<file path="src/design/interlock_defines.svh">
// constants for the interlock forwarding block
`ifndef INTERLOCK_DEFINES_SVH
`define INTERLOCK_DEFINES_SVH
`define ADDR_LANE_CFG 12'h000
`define ADDR_DRV_CTRL 12'h004
`define ADDR_STATUS 12'h008
`define ADDR_OVR_LEVEL 12'h00C
`define CFG_MODE_LSB 0
`define CFG_STATIC_LVL 2
`define CFG_SRC_LSB 3
`define CFG_BITS 7
`define DRV_ENABLE_BIT 0
`define RESET_CFG 32'h00000000
`define SAFE_LEVEL 1'b0
`endif

</file>
<file path="src/design/interlock_pkg.sv">
// types for the interlock forwarding block
package interlock_pkg;
    typedef enum logic [1:0] {
        ModeStatic,
        ModeNand,
        ModeOverride,
        ModeRsvd
    } lane_mode_t;
    typedef enum logic [1:0] {
        RmOff,
        RmM1,
        RmActive,
        RmM7
    } rear_state_t;
endpackage : interlock_pkg

</file>
<file path="src/design/interlock_lane.sv">
// one combinational output lane: static, nand or override
`timescale 1ns/10ps
`include "interlock_defines.svh"
module interlock_lane (
    input wire logic [1:0] mode,
    input wire logic staticLevel,
    input wire logic [3:0] srcEnable,
    input wire logic [3:0] srcValid,
    input wire logic overrideLevel,
    output logic laneOut
);
    // active-high valid sources; disabled ones forced true so they drop out
    wire [3:0] gated = srcValid | ~srcEnable; // RULE7
    wire allValid = &gated; // RULE8
    // nor of inverted valids: high (permit) only when all enabled valid
    wire nandOut = ~(|(~gated)); // RULE6
    always_comb begin
        case (interlock_pkg::lane_mode_t'(mode))
            interlock_pkg::ModeStatic: laneOut = staticLevel; // RULE5
            interlock_pkg::ModeNand: laneOut = nandOut; // RULE6
            interlock_pkg::ModeOverride: laneOut = overrideLevel; // RULE9
            default: laneOut = `SAFE_LEVEL;
        endcase
    end
endmodule : interlock_lane

</file>
<file path="src/design/interlock_forwarding_logic.sv">
// interlock forwarding to the rear module with apb configuration
`timescale 1ns/10ps
`include "interlock_defines.svh"
//////////////////////////////////////////////////////////////////////////////
// Operation
// (RULE1) forward only rx19, tx19, rx20 lanes
// (RULE2) forwarding independent of fpga state
// (RULE3) fpga interlock is fourth source
// (RULE4) each lane picks one of three modes
// (RULE5) static mode drives configured constant level
// (RULE6) nand mode combines selected sources
// (RULE7) per-lane enable per nand source
// (RULE8) permit only when all enabled valid
// (RULE9) override follows fpga level per lane
// (RULE10) driver power off in m1 or m7
// (RULE11) rear outputs off when rear inactive; code gates only rearDriverPowerEnable, rearInterlockOutLane stays live
// (RULE12) safe outputs until configuration written
module interlock_forwarding_logic #(
    parameter int LANES = 4
) (
    input wire logic clk,
    input wire logic rst_n,
    input wire logic psel,
    input wire logic penable,
    input wire logic pwrite,
    input wire logic [11:0] paddr,
    input wire logic [31:0] pwdata,
    output logic [31:0] prdata,
    output logic pready,
    output logic pslverr,
    input wire logic laneCryoOk,
    input wire logic laneA,
    input wire logic laneB,
    input wire logic fpgaInterlock,
    input wire logic [LANES-1:0] fpgaOverride,
    input wire logic [1:0] rearState,
    output logic [LANES-1:0] rearInterlockOutLane,
    output logic rearDriverPowerEnable
);
    //////////////////////////////////////////////////////////////////////////
    // input synchronisers, two flops each
    logic [LANES+5:0] sync1_q;
    logic [LANES+5:0] sync2_q;
    always_ff @(posedge clk) begin
        sync1_q <= {rearState, fpgaOverride, fpgaInterlock, laneCryoOk, laneB, laneA};
        sync2_q <= sync1_q;
    end
    // source order: a(tx19), b(rx20), cryo(rx19), fpga
    wire [3:0] srcValid = {sync2_q[3], sync2_q[2], sync2_q[1], sync2_q[0]}; // RULE1 RULE3
    wire [LANES-1:0] ovrSync = sync2_q[LANES+3:4];
    wire [1:0] rearSync = sync2_q[LANES+5:LANES+4];

    //////////////////////////////////////////////////////////////////////////
    // apb slave, zero wait states
    logic [`CFG_BITS*LANES-1:0] cfg_q;
    logic [LANES-1:0] cfgDone_q;
    logic drvCtrl_q;
    logic [31:0] prdata_q;
    logic pslverr_q;
    logic pready_q;
    wire setup = psel && !penable;
    wire access = psel && penable;
    wire [9:0] wordIdx = paddr[11:2];
    wire isLaneCfg = wordIdx < 10'(LANES);
    wire isDrv = paddr == (`ADDR_DRV_CTRL + 12'(LANES*4));
    wire isStat = paddr == (`ADDR_STATUS + 12'(LANES*4));
    wire mapped = isLaneCfg || isDrv || isStat;
    wire wrEn = access && pwrite && mapped;
    logic [LANES-1:0] laneOut;
    wire rearActive = interlock_pkg::rear_state_t'(rearSync) == interlock_pkg::RmActive;

    function automatic logic [31:0] readMux(input logic [9:0] idx, input logic drvSel,
                                           input logic statSel);
        logic [31:0] r;
        r = 32'h00000000;
        if (statSel)
            r = {20'h00000, 2'(rearSync), 2'h0, 4'(LANES'(cfgDone_q)), 4'(LANES'(laneOut))};
        else if (drvSel)
            r = {31'h00000000, drvCtrl_q};
        else if (idx < 10'(LANES))
            r = {25'h0000000, cfg_q[idx*`CFG_BITS +: `CFG_BITS]};
        return r;
    endfunction : readMux

    always_ff @(posedge clk) begin
        if (!rst_n) begin
            cfg_q <= '0;
            cfgDone_q <= '0;
            drvCtrl_q <= 1'b0;
            prdata_q <= 32'h00000000;
            pslverr_q <= 1'b0;
            pready_q <= 1'b0;
        end else begin
            pready_q <= 1'b1;
            if (wrEn && isLaneCfg) begin
                cfg_q[wordIdx*`CFG_BITS +: `CFG_BITS] <= pwdata[`CFG_BITS-1:0]; // RULE4
                cfgDone_q[wordIdx[1:0]] <= 1'b1; // RULE12
            end
            if (wrEn && isDrv)
                drvCtrl_q <= pwdata[`DRV_ENABLE_BIT];
            if (setup) begin
                prdata_q <= readMux(wordIdx, isDrv, isStat);
                pslverr_q <= !mapped;
            end
        end
    end
    assign prdata = prdata_q;
    assign pready = pready_q;
    assign pslverr = pslverr_q;

    //////////////////////////////////////////////////////////////////////////
    // lanes: combinational from synchronised inputs, no fpga handshake needed
    genvar g;
    generate
        for (g = 0; g < LANES; g++) begin : gLane
            interlock_lane uLane (
                .mode(cfg_q[g*`CFG_BITS + `CFG_MODE_LSB +: 2]),
                .staticLevel(cfg_q[g*`CFG_BITS + `CFG_STATIC_LVL]),
                .srcEnable(cfg_q[g*`CFG_BITS + `CFG_SRC_LSB +: 4]),
                .srcValid(srcValid),
                .overrideLevel(ovrSync[g]),
                .laneOut(laneOut[g])
            ); // RULE2 RULE4
        end
    endgenerate

    //////////////////////////////////////////////////////////////////////////
    // registered outputs; unconfigured lanes held non-permitting
    logic [LANES-1:0] out_q;
    logic drv_q;
    wire allCfg = &cfgDone_q;
    always_ff @(posedge clk) begin
        if (!rst_n) begin
            out_q <= '0;
            drv_q <= 1'b0;
        end else begin
            out_q <= laneOut & cfgDone_q; // RULE12
            // off unless rear module active: covers m1, m7 and hot plug
            drv_q <= drvCtrl_q && rearActive && allCfg; // RULE10 RULE11
        end
    end
    assign rearInterlockOutLane = out_q;
    assign rearDriverPowerEnable = drv_q;

    //////////////////////////////////////////////////////////////////////////
    // checks
    AST_DRV_OFF_INACTIVE: assert property (@(posedge clk) disable iff (!rst_n)
        !$past(rearActive) |-> !rearDriverPowerEnable) // RULE10
        else $error("driver power on while rear inactive");
    AST_DRV_NEEDS_CFG: assert property (@(posedge clk) disable iff (!rst_n)
        rearDriverPowerEnable |-> $past(allCfg)) // RULE12
        else $error("driver power on before configuration");
    AST_UNCFG_SAFE: assert property (@(posedge clk) disable iff (!rst_n)
        !$past(cfgDone_q[0]) |-> !rearInterlockOutLane[0]) // RULE12
        else $error("unconfigured lane permitting");
    AST_STATIC_LEVEL: assert property (@(posedge clk) disable iff (!rst_n)
        (cfgDone_q[0] && cfg_q[1:0] == 2'h0) |=> rearInterlockOutLane[0] == $past(cfg_q[2]))
        // RULE5
        else $error("static lane wrong level");
    AST_NAND_PERMIT: assert property (@(posedge clk) disable iff (!rst_n)
        (cfgDone_q[0] && cfg_q[1:0] == 2'h1)
        |=> rearInterlockOutLane[0] == $past(&(srcValid | ~cfg_q[6:3]))) // RULE8
        else $error("nand lane wrong result");
    AST_NAND_DISABLED: assert property (@(posedge clk) disable iff (!rst_n)
        (cfgDone_q[0] && cfg_q[1:0] == 2'h1 && cfg_q[6:3] == 4'h0)
        |=> rearInterlockOutLane[0]) // RULE7
        else $error("disabled sources affect lane");
    AST_NAND_DROP: assert property (@(posedge clk) disable iff (!rst_n)
        (cfgDone_q[0] && cfg_q[1:0] == 2'h1 && cfg_q[3] && !srcValid[0])
        |=> !rearInterlockOutLane[0]) // RULE6
        else $error("invalid enabled source not blocking");
    AST_OVERRIDE: assert property (@(posedge clk) disable iff (!rst_n)
        (cfgDone_q[0] && cfg_q[1:0] == 2'h2) |=> rearInterlockOutLane[0] == $past(ovrSync[0]))
        // RULE9
        else $error("override lane not following fpga");
    AST_APB_ERR: assert property (@(posedge clk) disable iff (!rst_n)
        (setup && !mapped) |=> pslverr) // RULE4
        else $error("unmapped access without error");
    COV_NAND: cover property (@(posedge clk) cfg_q[1:0] == 2'h1 && rearInterlockOutLane[0]);
    COV_OVR: cover property (@(posedge clk) cfg_q[1:0] == 2'h2 && rearInterlockOutLane[0]);
    COV_DRV: cover property (@(posedge clk) rearDriverPowerEnable);
endmodule : interlock_forwarding_logic

</file>
<file path="config.mk">
export PLATFORM = sky130hd
export DESIGN_NAME = interlock_forwarding_logic
export DESIGN_NICKNAME = d
export VERILOG_FILES = /design/src/design/interlock_pkg.sv /design/src/design/interlock_lane.sv /design/src/design/interlock_forwarding_logic.sv
export VERILOG_INCLUDE_DIRS = /design/src /design/src/design
export SDC_FILE = /design/constraint.sdc
export NUM_CORES = 1
export LEC_CHECK = 0
export BUFFER_PORTS_ARGS = -buffer_cell sky130_fd_sc_hd__buf_4
export CELL_PAD_IN_SITES_DETAIL_PLACEMENT = 0
export CELL_PAD_IN_SITES_GLOBAL_PLACEMENT = 1
export CORE_MARGIN = 5
export CORE_UTILIZATION = 40
export DETAILED_ROUTE_END_ITERATION = 10
export PLACE_DENSITY_LB_ADDON = 0.1
export SLEW_MARGIN = 20
export SYNTH_ARGS = -nofsm -noshare
export SYNTH_HDL_FRONTEND = slang
export SYNTH_HIERARCHICAL = 1
export SYNTH_SLANG_ARGS = --single-unit
export TNS_END_PERCENT = 20
</file>
<file path="constraint.sdc">
create_clock -name clk -period 3.2 [get_ports clk]
set_input_delay 0.16 -clock clk [delete_from_list [all_inputs] [get_ports clk]]
set_output_delay 0.16 -clock clk [all_outputs]
set_load 0.005 [all_outputs]
</file>
==> results.json, run 1 <==
{
  "die_height_um": 97.3,
  "final_net_count": 434,
  "critical_r2r_launch": "sync2_q[1]$_DFF_P_",
  "crit_fanout": 13,
  "synthFlopType": "sky130_fd_sc_hd__dfxtp_1",
  "drt-wirelength-per-cell_um": 15.7,
  "finalSetupViolations": 0,
  "setup.worst_path.end": "cfg_q[4]$_SDFFE_PN0P_",
  "outcome": "completed",
  "cts.path.max_buffers": 2,
  "finalHoldViolations": 0,
  "seq_area_frac_synth": 0.459,
  "final_common_cell": "sky130_fd_sc_hd__dfxtp_1",
  "post_synthesis_cell_area_mm2": 0.00305,
  "clock_tree_from_tritoncts": "done",
  "critPathSlowestCell": "sky130_fd_sc_hd__a2111oi_4",
  "slowest_delay_ns": 0.77,
  "avgViaCountPerCell": 4.93,
  "synth_cells": 310,
  "synthesis.area_per_instance_um2": 9.84,
  "largest_net_degree_at_the_start_of_global_routing": 33,
  "grtUsageMet3": 0.0416,
  "vdd.ir_drop.worst_mv": 0.293,
  "critPathBufInv": 2,
  "drt_pre_antenna_iters": 6,
  "timing.critical_path.depth": 6,
  "worst_setup_path_end_kind": "register",
  "grt_first_pass_wirelength_mm": 11.9,
  "power_leakage_uw": 0.00150,
  "route.antenna.remaining_nets": 0,
  "postSynthRegisterBits": 70,
  "synth-edff-count": 0,
  "number_of_buffers_added_on_ports": 50,
  "design.core.area_mm2": 0.00733,
  "report.final.slew_viol_count": 0,
  "flow.area_growth_from_synthesis_pct": 21.7,
  "final_min_period_over_clock_period": 0.568,
  "grt_antenna_before_repair": 0,
  "worstPathArrival_ns": 2.10,
  "reg2regPathDepth": 5,
  "timing.rr.end": "prdata[2]$_SDFFE_PN0P_",
  "grt_use_met1": 0.198,
  "timing.setup.critical_path_class": "input pin to register",
  "root_buffer": "sky130_fd_sc_hd__clkbuf_8",
  "drive_gt1_frac": 0.213,
  "cell_by_cell_trace_of_the_critical_path": "buf_4, inv_1, ha_1, nand3b_1, a2111oi_4, mux2i_1",
  "global_route.peak_usage_layer": "met2",
  "tritoncts.num_buffers": 9,
  "finalCriticalPeriod_ns": 1.82,
  "grt_use_total": 0.161,
  "detailed_place_hpwl_mm": 5.49,
  "fin_setup_tns_ns": 0,
  "share_of_the_core_filled_with_cells_in_the_final_layout": 0.507,
  "initial_utilization": 0.416,
  "insertion_delay_ns": 0.35,
  "tightest_slew_ns": 0.879,
  "skew_ns": 0.00637,
  "power.density_mw_per_mm2": 454,
  "insertedDiodeCount": 0,
  "cell_family_with_the_largest_share_of_critical_path_delay": "compound AO/OA/AOI/OAI gates",
  "gr-usage-met2": 0.271,
  "hold_path.class": "input pin to register",
  "timing.critical_path.required_ns": 3.48,
  "ys_async_sr_fraction": 0,
  "htreeDepth": 3,
  "worst_setup_path_start_kind": "input pin",
  "path_clk_slew_ns": 0.07,
  "regToRegSetupSlack_ns": 1.73,
  "num_rows": 31,
  "post-route-drc-count": 0,
  "finalInstanceArea_mm2": 0.00371,
  "slew-limit-headroom": 0.412,
  "clock_sinks": 70,
  "detailroute.via_count": 2342,
  "place.gp.congestion": 0.794,
  "clock.fmax_mhz": 551,
  "layout_common_cells": "70 x sky130_fd_sc_hd__dfxtp_1, 51 x sky130_fd_sc_hd__buf_4, 39 x sky130_fd_sc_hd__nand2_1, 22 x sky130_fd_sc_hd__conb_1, 19 x sky130_fd_sc_hd__a21oi_1",
  "routed_wl_mm": 7.48,
  "pin_count": 98,
  "rsz_0062_raised_after_global_routing": "false",
  "die_w_um": 97.3,
  "dpl_cell_area_mm2": 0.00343,
  "critical_path.startpoint": "paddr[2]",
  "maxCapViolations": 0,
  "floorplan.die_area_mm2": 0.00948,
  "gr-total-overflow": 0,
  "synth_cell_type_count": 48,
  "yosys_warnings": 6,
  "grt_pass1_vias": 2256,
  "initialDrtViolationCount": 86
}
==> worst register-to-register path, cell delays in order, from the launching register on <==
cell	delay (ns)
sky130_fd_sc_hd__dfxtp_1	0.40
sky130_fd_sc_hd__inv_1	0.06
sky130_fd_sc_hd__a222oi_1	0.43
sky130_fd_sc_hd__a31o_1	0.25
sky130_fd_sc_hd__a22oi_1	0.10
sky130_fd_sc_hd__o21ai_0	0.16
==> worst min path at each step <==
stage,slack (ns),endpoint,cells past startpoint,startpoint
2_1_floorplan,0.19,pready$_DFF_P_,0,rst_n
3_3_place_gp,0.26,sync1_q[4]$_DFF_P_,1,fpgaOverride[0]
3_5_place_dp,0.27,sync1_q[7]$_DFF_P_,1,fpgaOverride[3]
4_1_cts,0.05,cfg_q[23]$_SDFFE_PN0P_,2,pwdata[2]
5_1_grt,0.05,cfg_q[24]$_SDFFE_PN0P_,2,pwdata[3]
6_report,0.06,cfg_q[24]$_SDFFE_PN0P_,2,pwdata[3]
==> synthesized netlist by cell type (2+ instances only) <==
cell,number,area share
sky130_fd_sc_hd__mux4_2,7,0.052
sky130_fd_sc_hd__ha_1,4,0.016
sky130_fd_sc_hd__a222oi_1,4,0.013
sky130_fd_sc_hd__nand3b_1,2,0.0049
sky130_fd_sc_hd__a21oi_1,19,0.031
sky130_fd_sc_hd__nor3_1,2,0.0033
sky130_fd_sc_hd__a22o_1,7,0.020
sky130_fd_sc_hd__and3_1,7,0.014
sky130_fd_sc_hd__inv_1,18,0.022
sky130_fd_sc_hd__and2_1,3,0.0062
sky130_fd_sc_hd__clkbuf_1,5,0.0062
sky130_fd_sc_hd__nand4_1,12,0.025
sky130_fd_sc_hd__dfxtp_1,70,0.46
sky130_fd_sc_hd__a22oi_1,6,0.015
sky130_fd_sc_hd__nor2_1,12,0.015
sky130_fd_sc_hd__mux2i_1,18,0.059
sky130_fd_sc_hd__o21ai_0,15,0.025
sky130_fd_sc_hd__nor2b_1,3,0.0062
sky130_fd_sc_hd__a31o_1,4,0.011
sky130_fd_sc_hd__nand2_1,39,0.048
sky130_fd_sc_hd__buf_4,23,0.057
sky130_fd_sc_hd__xnor2_1,2,0.0057
sky130_fd_sc_hd__buf_2,3,0.0049
==> cells by family (layout without fill, tap and decap cells) <==
| family | Yosys count | after routing | share of synthesized area |
|---|---|---|---|
| muxes | 25 | 25 | 0.111 |
| AOI/OAI and AO/OA | 62 | 62 | 0.139 |
| DFF | 70 | 70 | 0.459 |
| other | 1 | 22 | 0.00123 |
| adders and majority gates | 4 | 4 | 0.0164 |
| and+or+nand+nor | 95 | 95 | 0.175 |
| buffers and inverters | 51 | 96 | 0.0922 |
| xor gates and xnor gates | 2 | 2 | 0.00574 |
==> metrics by stage <==
step	total power (µW)	setup slack [ns]	cells	hold WS [ns]
after floorplan	990	1.28	331	0.188
after global placement	1030	1.03	449	0.264
after detailed placement	1030	0.981	449	0.266
after CTS	1710	1.35	475	0.0475
after global routing	1760	1.22	475	0.0467
final	1690	1.38	475	0.0623
==> report_power, final <==
part	leakage [µW]	internal, µW	switching, µW
Combinational	0.000832	55.9	72.0
Sequential	0.000572	886	6.74
Clock	0.0000954	343	322
==> sequential cells by signal, summed over array words and instances, names as in the netlist <==
register,count
sync2_q,10
pslverr,1
pready,1
drvCtrl_q,1
prdata,10
sync1_q,10
cfg_q,28
rearInterlockOutLane,4
rearDriverPowerEnable,1
cfgDone_q,4
==> repair_timing <==
item / 4_1_cts / 5_1_grt
gates resized for setup: 0 / 0
hold endpoints to repair: 10 / 0
buffers inserted: 0 / 0
hold buffers: 10 / 0
endpoints found under the setup margin: 0 / 0
==> layout make-up <==
type                    instances  area (µm²)
fillers                       731        3620
multi-input cells             210        1450
flip-flops and latches         70        1400
repair buffers                 61         483
clock buffers                  13         169
well taps                      99         124
inverters                      19        71.3
clock inverters                 3        17.5
==> routing by layer <==
metal,up-vias,share of wire
met1,1098,0.45
met4,0,0.0084
li1,1187,-
met5,-,0
met3,6,0.048
met2,51,0.49
(Power assumes the default switching activity.)
==> run 2, diff against run 1 <==
--- a/config.mk
+++ b/config.mk
@@ -10,7 +10,7 @@
 export CELL_PAD_IN_SITES_DETAIL_PLACEMENT = 0
 export CELL_PAD_IN_SITES_GLOBAL_PLACEMENT = 1
 export CORE_MARGIN = 5
-export CORE_UTILIZATION = 40
+export CORE_UTILIZATION = 38
 export DETAILED_ROUTE_END_ITERATION = 10
 export PLACE_DENSITY_LB_ADDON = 0.1
 export SLEW_MARGIN = 20
==> constraint.sdc (replaced) <==
create_clock -name clk -period 1.8 [get_ports clk]
set_input_delay 0.09 -clock clk [delete_from_list [all_inputs] [get_ports clk]]
set_output_delay 0.09 -clock clk [all_outputs]
set_load 0.005 [all_outputs]
==> run 2 against run 1 <==
Net effect: via count rose by 4.1%; register-to-register slack got worse by 1.4 ns; flip-flop and latch count did not move; hold slack got worse by 0.054 ns; non-clock buffer count rose by 15; sequential power rose by 78%; worst setup slack got worse by 1.0 ns; combinational power rose by 99%; critical endpoint is now prdata[0]$_SDFFE_PN0P_.
==> results.json, run 2 (synthesized netlist as in run 1, its figures left out) <==
{
  "outcome": "completed",
  "drt_pre_antenna_iters": 4,
  "avgViaCountPerCell": 4.96,
  "finalHoldViolations": 0,
  "global_route.peak_usage_layer": "met2",
  "clock_sinks": 70,
  "fillerInstances": 768,
  "final_min_period_over_clock_period": 0.810,
  "share_of_the_core_filled_with_cells_in_the_final_layout": 0.495,
  "path_clk_slew_ns": 0.07,
  "initial_utilization": 0.393,
  "power.density_mw_per_mm2": 795,
  "floorplan.die_area_mm2": 0.00992,
  "place.gp.congestion": 0.804,
  "maxCapViolations": 0,
  "fin_setup_tns_ns": 0,
  "clock.fmax_mhz": 686,
  "timing.critical_path.required_ns": 2.06,
  "grt_pass1_vias": 2469,
  "seq_area_mm2": 0.00140,
  "drt-wirelength-per-cell_um": 16.2,
  "detailed_place_hpwl_mm": 5.96,
  "tritoncts.num_buffers": 9,
  "drive_gt1_frac": 0.231,
  "grtUsageMet3": 0.0379,
  "cts_repair_resize_count": 0,
  "htreeDepth": 3,
  "clock_tree_from_tritoncts": "done",
  "finalCriticalPeriod_ns": 1.46,
  "hold_path.class": "input pin to register",
  "power_leakage_uw": 0.00157,
  "slowest_delay_ns": 0.44,
  "grt_use_total": 0.166,
  "gr-usage-met2": 0.275,
  "final_common_cell": "sky130_fd_sc_hd__dfxtp_1",
  "grt_first_pass_wirelength_mm": 12.7,
  "pin_count": 98,
  "report.final.slew_viol_count": 0,
  "postCtsSetupBuffers": 0,
  "grt_antenna_before_repair": 0,
  "die_height_um": 99.6,
  "final_net_count": 449,
  "skew_ns": 0.00289,
  "rsz_0062_raised_after_global_routing": "false",
  "crit_fanout": 4,
  "initialDrtViolationCount": 159,
  "grt_use_met1": 0.204,
  "insertion_delay_ns": 0.34,
  "number_of_buffers_added_on_ports": 50,
  "finalSetupViolations": 0,
  "die_w_um": 99.6,
  "timing.setup.critical_path_class": "register to register",
  "layout_common_cells": "70 x sky130_fd_sc_hd__dfxtp_1, 64 x sky130_fd_sc_hd__buf_4, 39 x sky130_fd_sc_hd__nand2_1, 22 x sky130_fd_sc_hd__conb_1, 19 x sky130_fd_sc_hd__a21oi_1",
  "num_rows": 32,
  "cell_by_cell_trace_of_the_critical_path": "inv_1, a222oi_1, a31o_1, nor2b_1, o31ai_1",
  "cts.path.max_buffers": 2,
  "critPathSlowestCell": "sky130_fd_sc_hd__a222oi_1",
  "route.antenna.remaining_nets": 0,
  "largest_net_degree_at_the_start_of_global_routing": 23,
  "detailroute.via_count": 2439,
  "gr-total-overflow": 0,
  "flow.area_growth_from_synthesis_pct": 26.0,
  "worstPathArrival_ns": 1.72,
  "multi_input_comb_area_mm2": 0.00146,
  "root_buffer": "sky130_fd_sc_hd__clkbuf_8",
  "vdd.ir_drop.worst_mv": 0.562,
  "routed_wl_mm": 7.96,
  "largest_reg_flops": 28,
  "design.core.area_mm2": 0.00777,
  "registers.top_by_ff_count": "cfg_q",
  "post-route-drc-count": 0,
  "worst_setup_path_end_kind": "register",
  "worst_setup_path_start_kind": "register",
  "insertedDiodeCount": 0
}
-- run 2: cell types whose count changed in the layout (fill, tap and decap cells not counted), moves of 2 or more --
cell	previous run	this run
sky130_fd_sc_hd__buf_4	51	64
sky130_fd_sc_hd__clkbuf_1	1	4
sky130_fd_sc_hd__clkbuf_8	12	10
sky130_fd_sc_hd__clkinv_2	2	0
sky130_fd_sc_hd__dlygate4sd3_1	10	12
-- run 2: path summary, 6_finish.rpt --
| path | start | slack (ns) | cells after the start | to |
|---|---|---|---|---|
| min reg2reg | sync1_q[4]$_DFF_P_ | 0.33 | 0 | sync2_q[4]$_DFF_P_ |
| max | sync2_q[1]$_DFF_P_ | 0.34 | 5 | prdata[0]$_SDFFE_PN0P_ |
| max reg2reg | sync2_q[1]$_DFF_P_ | 0.34 | 5 | prdata[0]$_SDFFE_PN0P_ |
| min | pwdata[5] | 0.008 | 2 | cfg_q[26]$_SDFFE_PN0P_ |
-- run 2: worst max-delay path: cells and delay by family (launching register included) --
family | cells | cell delay (ns)
and+or+nand+nor | 1 | 0.06
AOI/OAI and AO/OA | 3 | 0.86
DFF | 1 | 0.39
buffers and inverters | 1 | 0.06
-- run 2: power breakdown --
group	internal, µW	switching [µW]
sequential	1580	12.0
clock	673	541
combinational	118	137
-- run 2: metrics by stage --
stage | setup WS (ns) | instances | total power [µW] | hold slack (ns) | area (µm²)
after global placement | 0.175 | 465 | 1850 | 0.195 | 3540
after detailed placement | 0.118 | 465 | 1860 | 0.196 | 3540
after CTS | 0.348 | 492 | 3100 | 0.000418 | 3840
final | 0.342 | 492 | 3060 | 0.00796 | 3840
after floorplan | 0.0196 | 331 | 1770 | 0.118 | 3140
after global routing | 0.188 | 492 | 3200 | 0.000116 | 3840
-- run 2: what timing repair did --
action                                 CTS  global route
endpoints found under the hold margin   12             0
setup endpoints to repair                0             0
hold buffers                            12             0
-- run 2: area by class of cell --
class,instances,share of cell area
multi-input cells,210,0.380
flip-flops and latches,70,0.365
repair buffers,76,0.156
clock buffers,14,0.0397
well taps,102,0.0332
inverters,19,0.0186
clock inverters,1,0.00781
-- run 2: metal layers --
metal  routed length [µm]  vias up
li1                     -     1209
met1                 3360     1136
met2                 3930       74
met3                  421       20
met4                  246        0
met5                    0        -
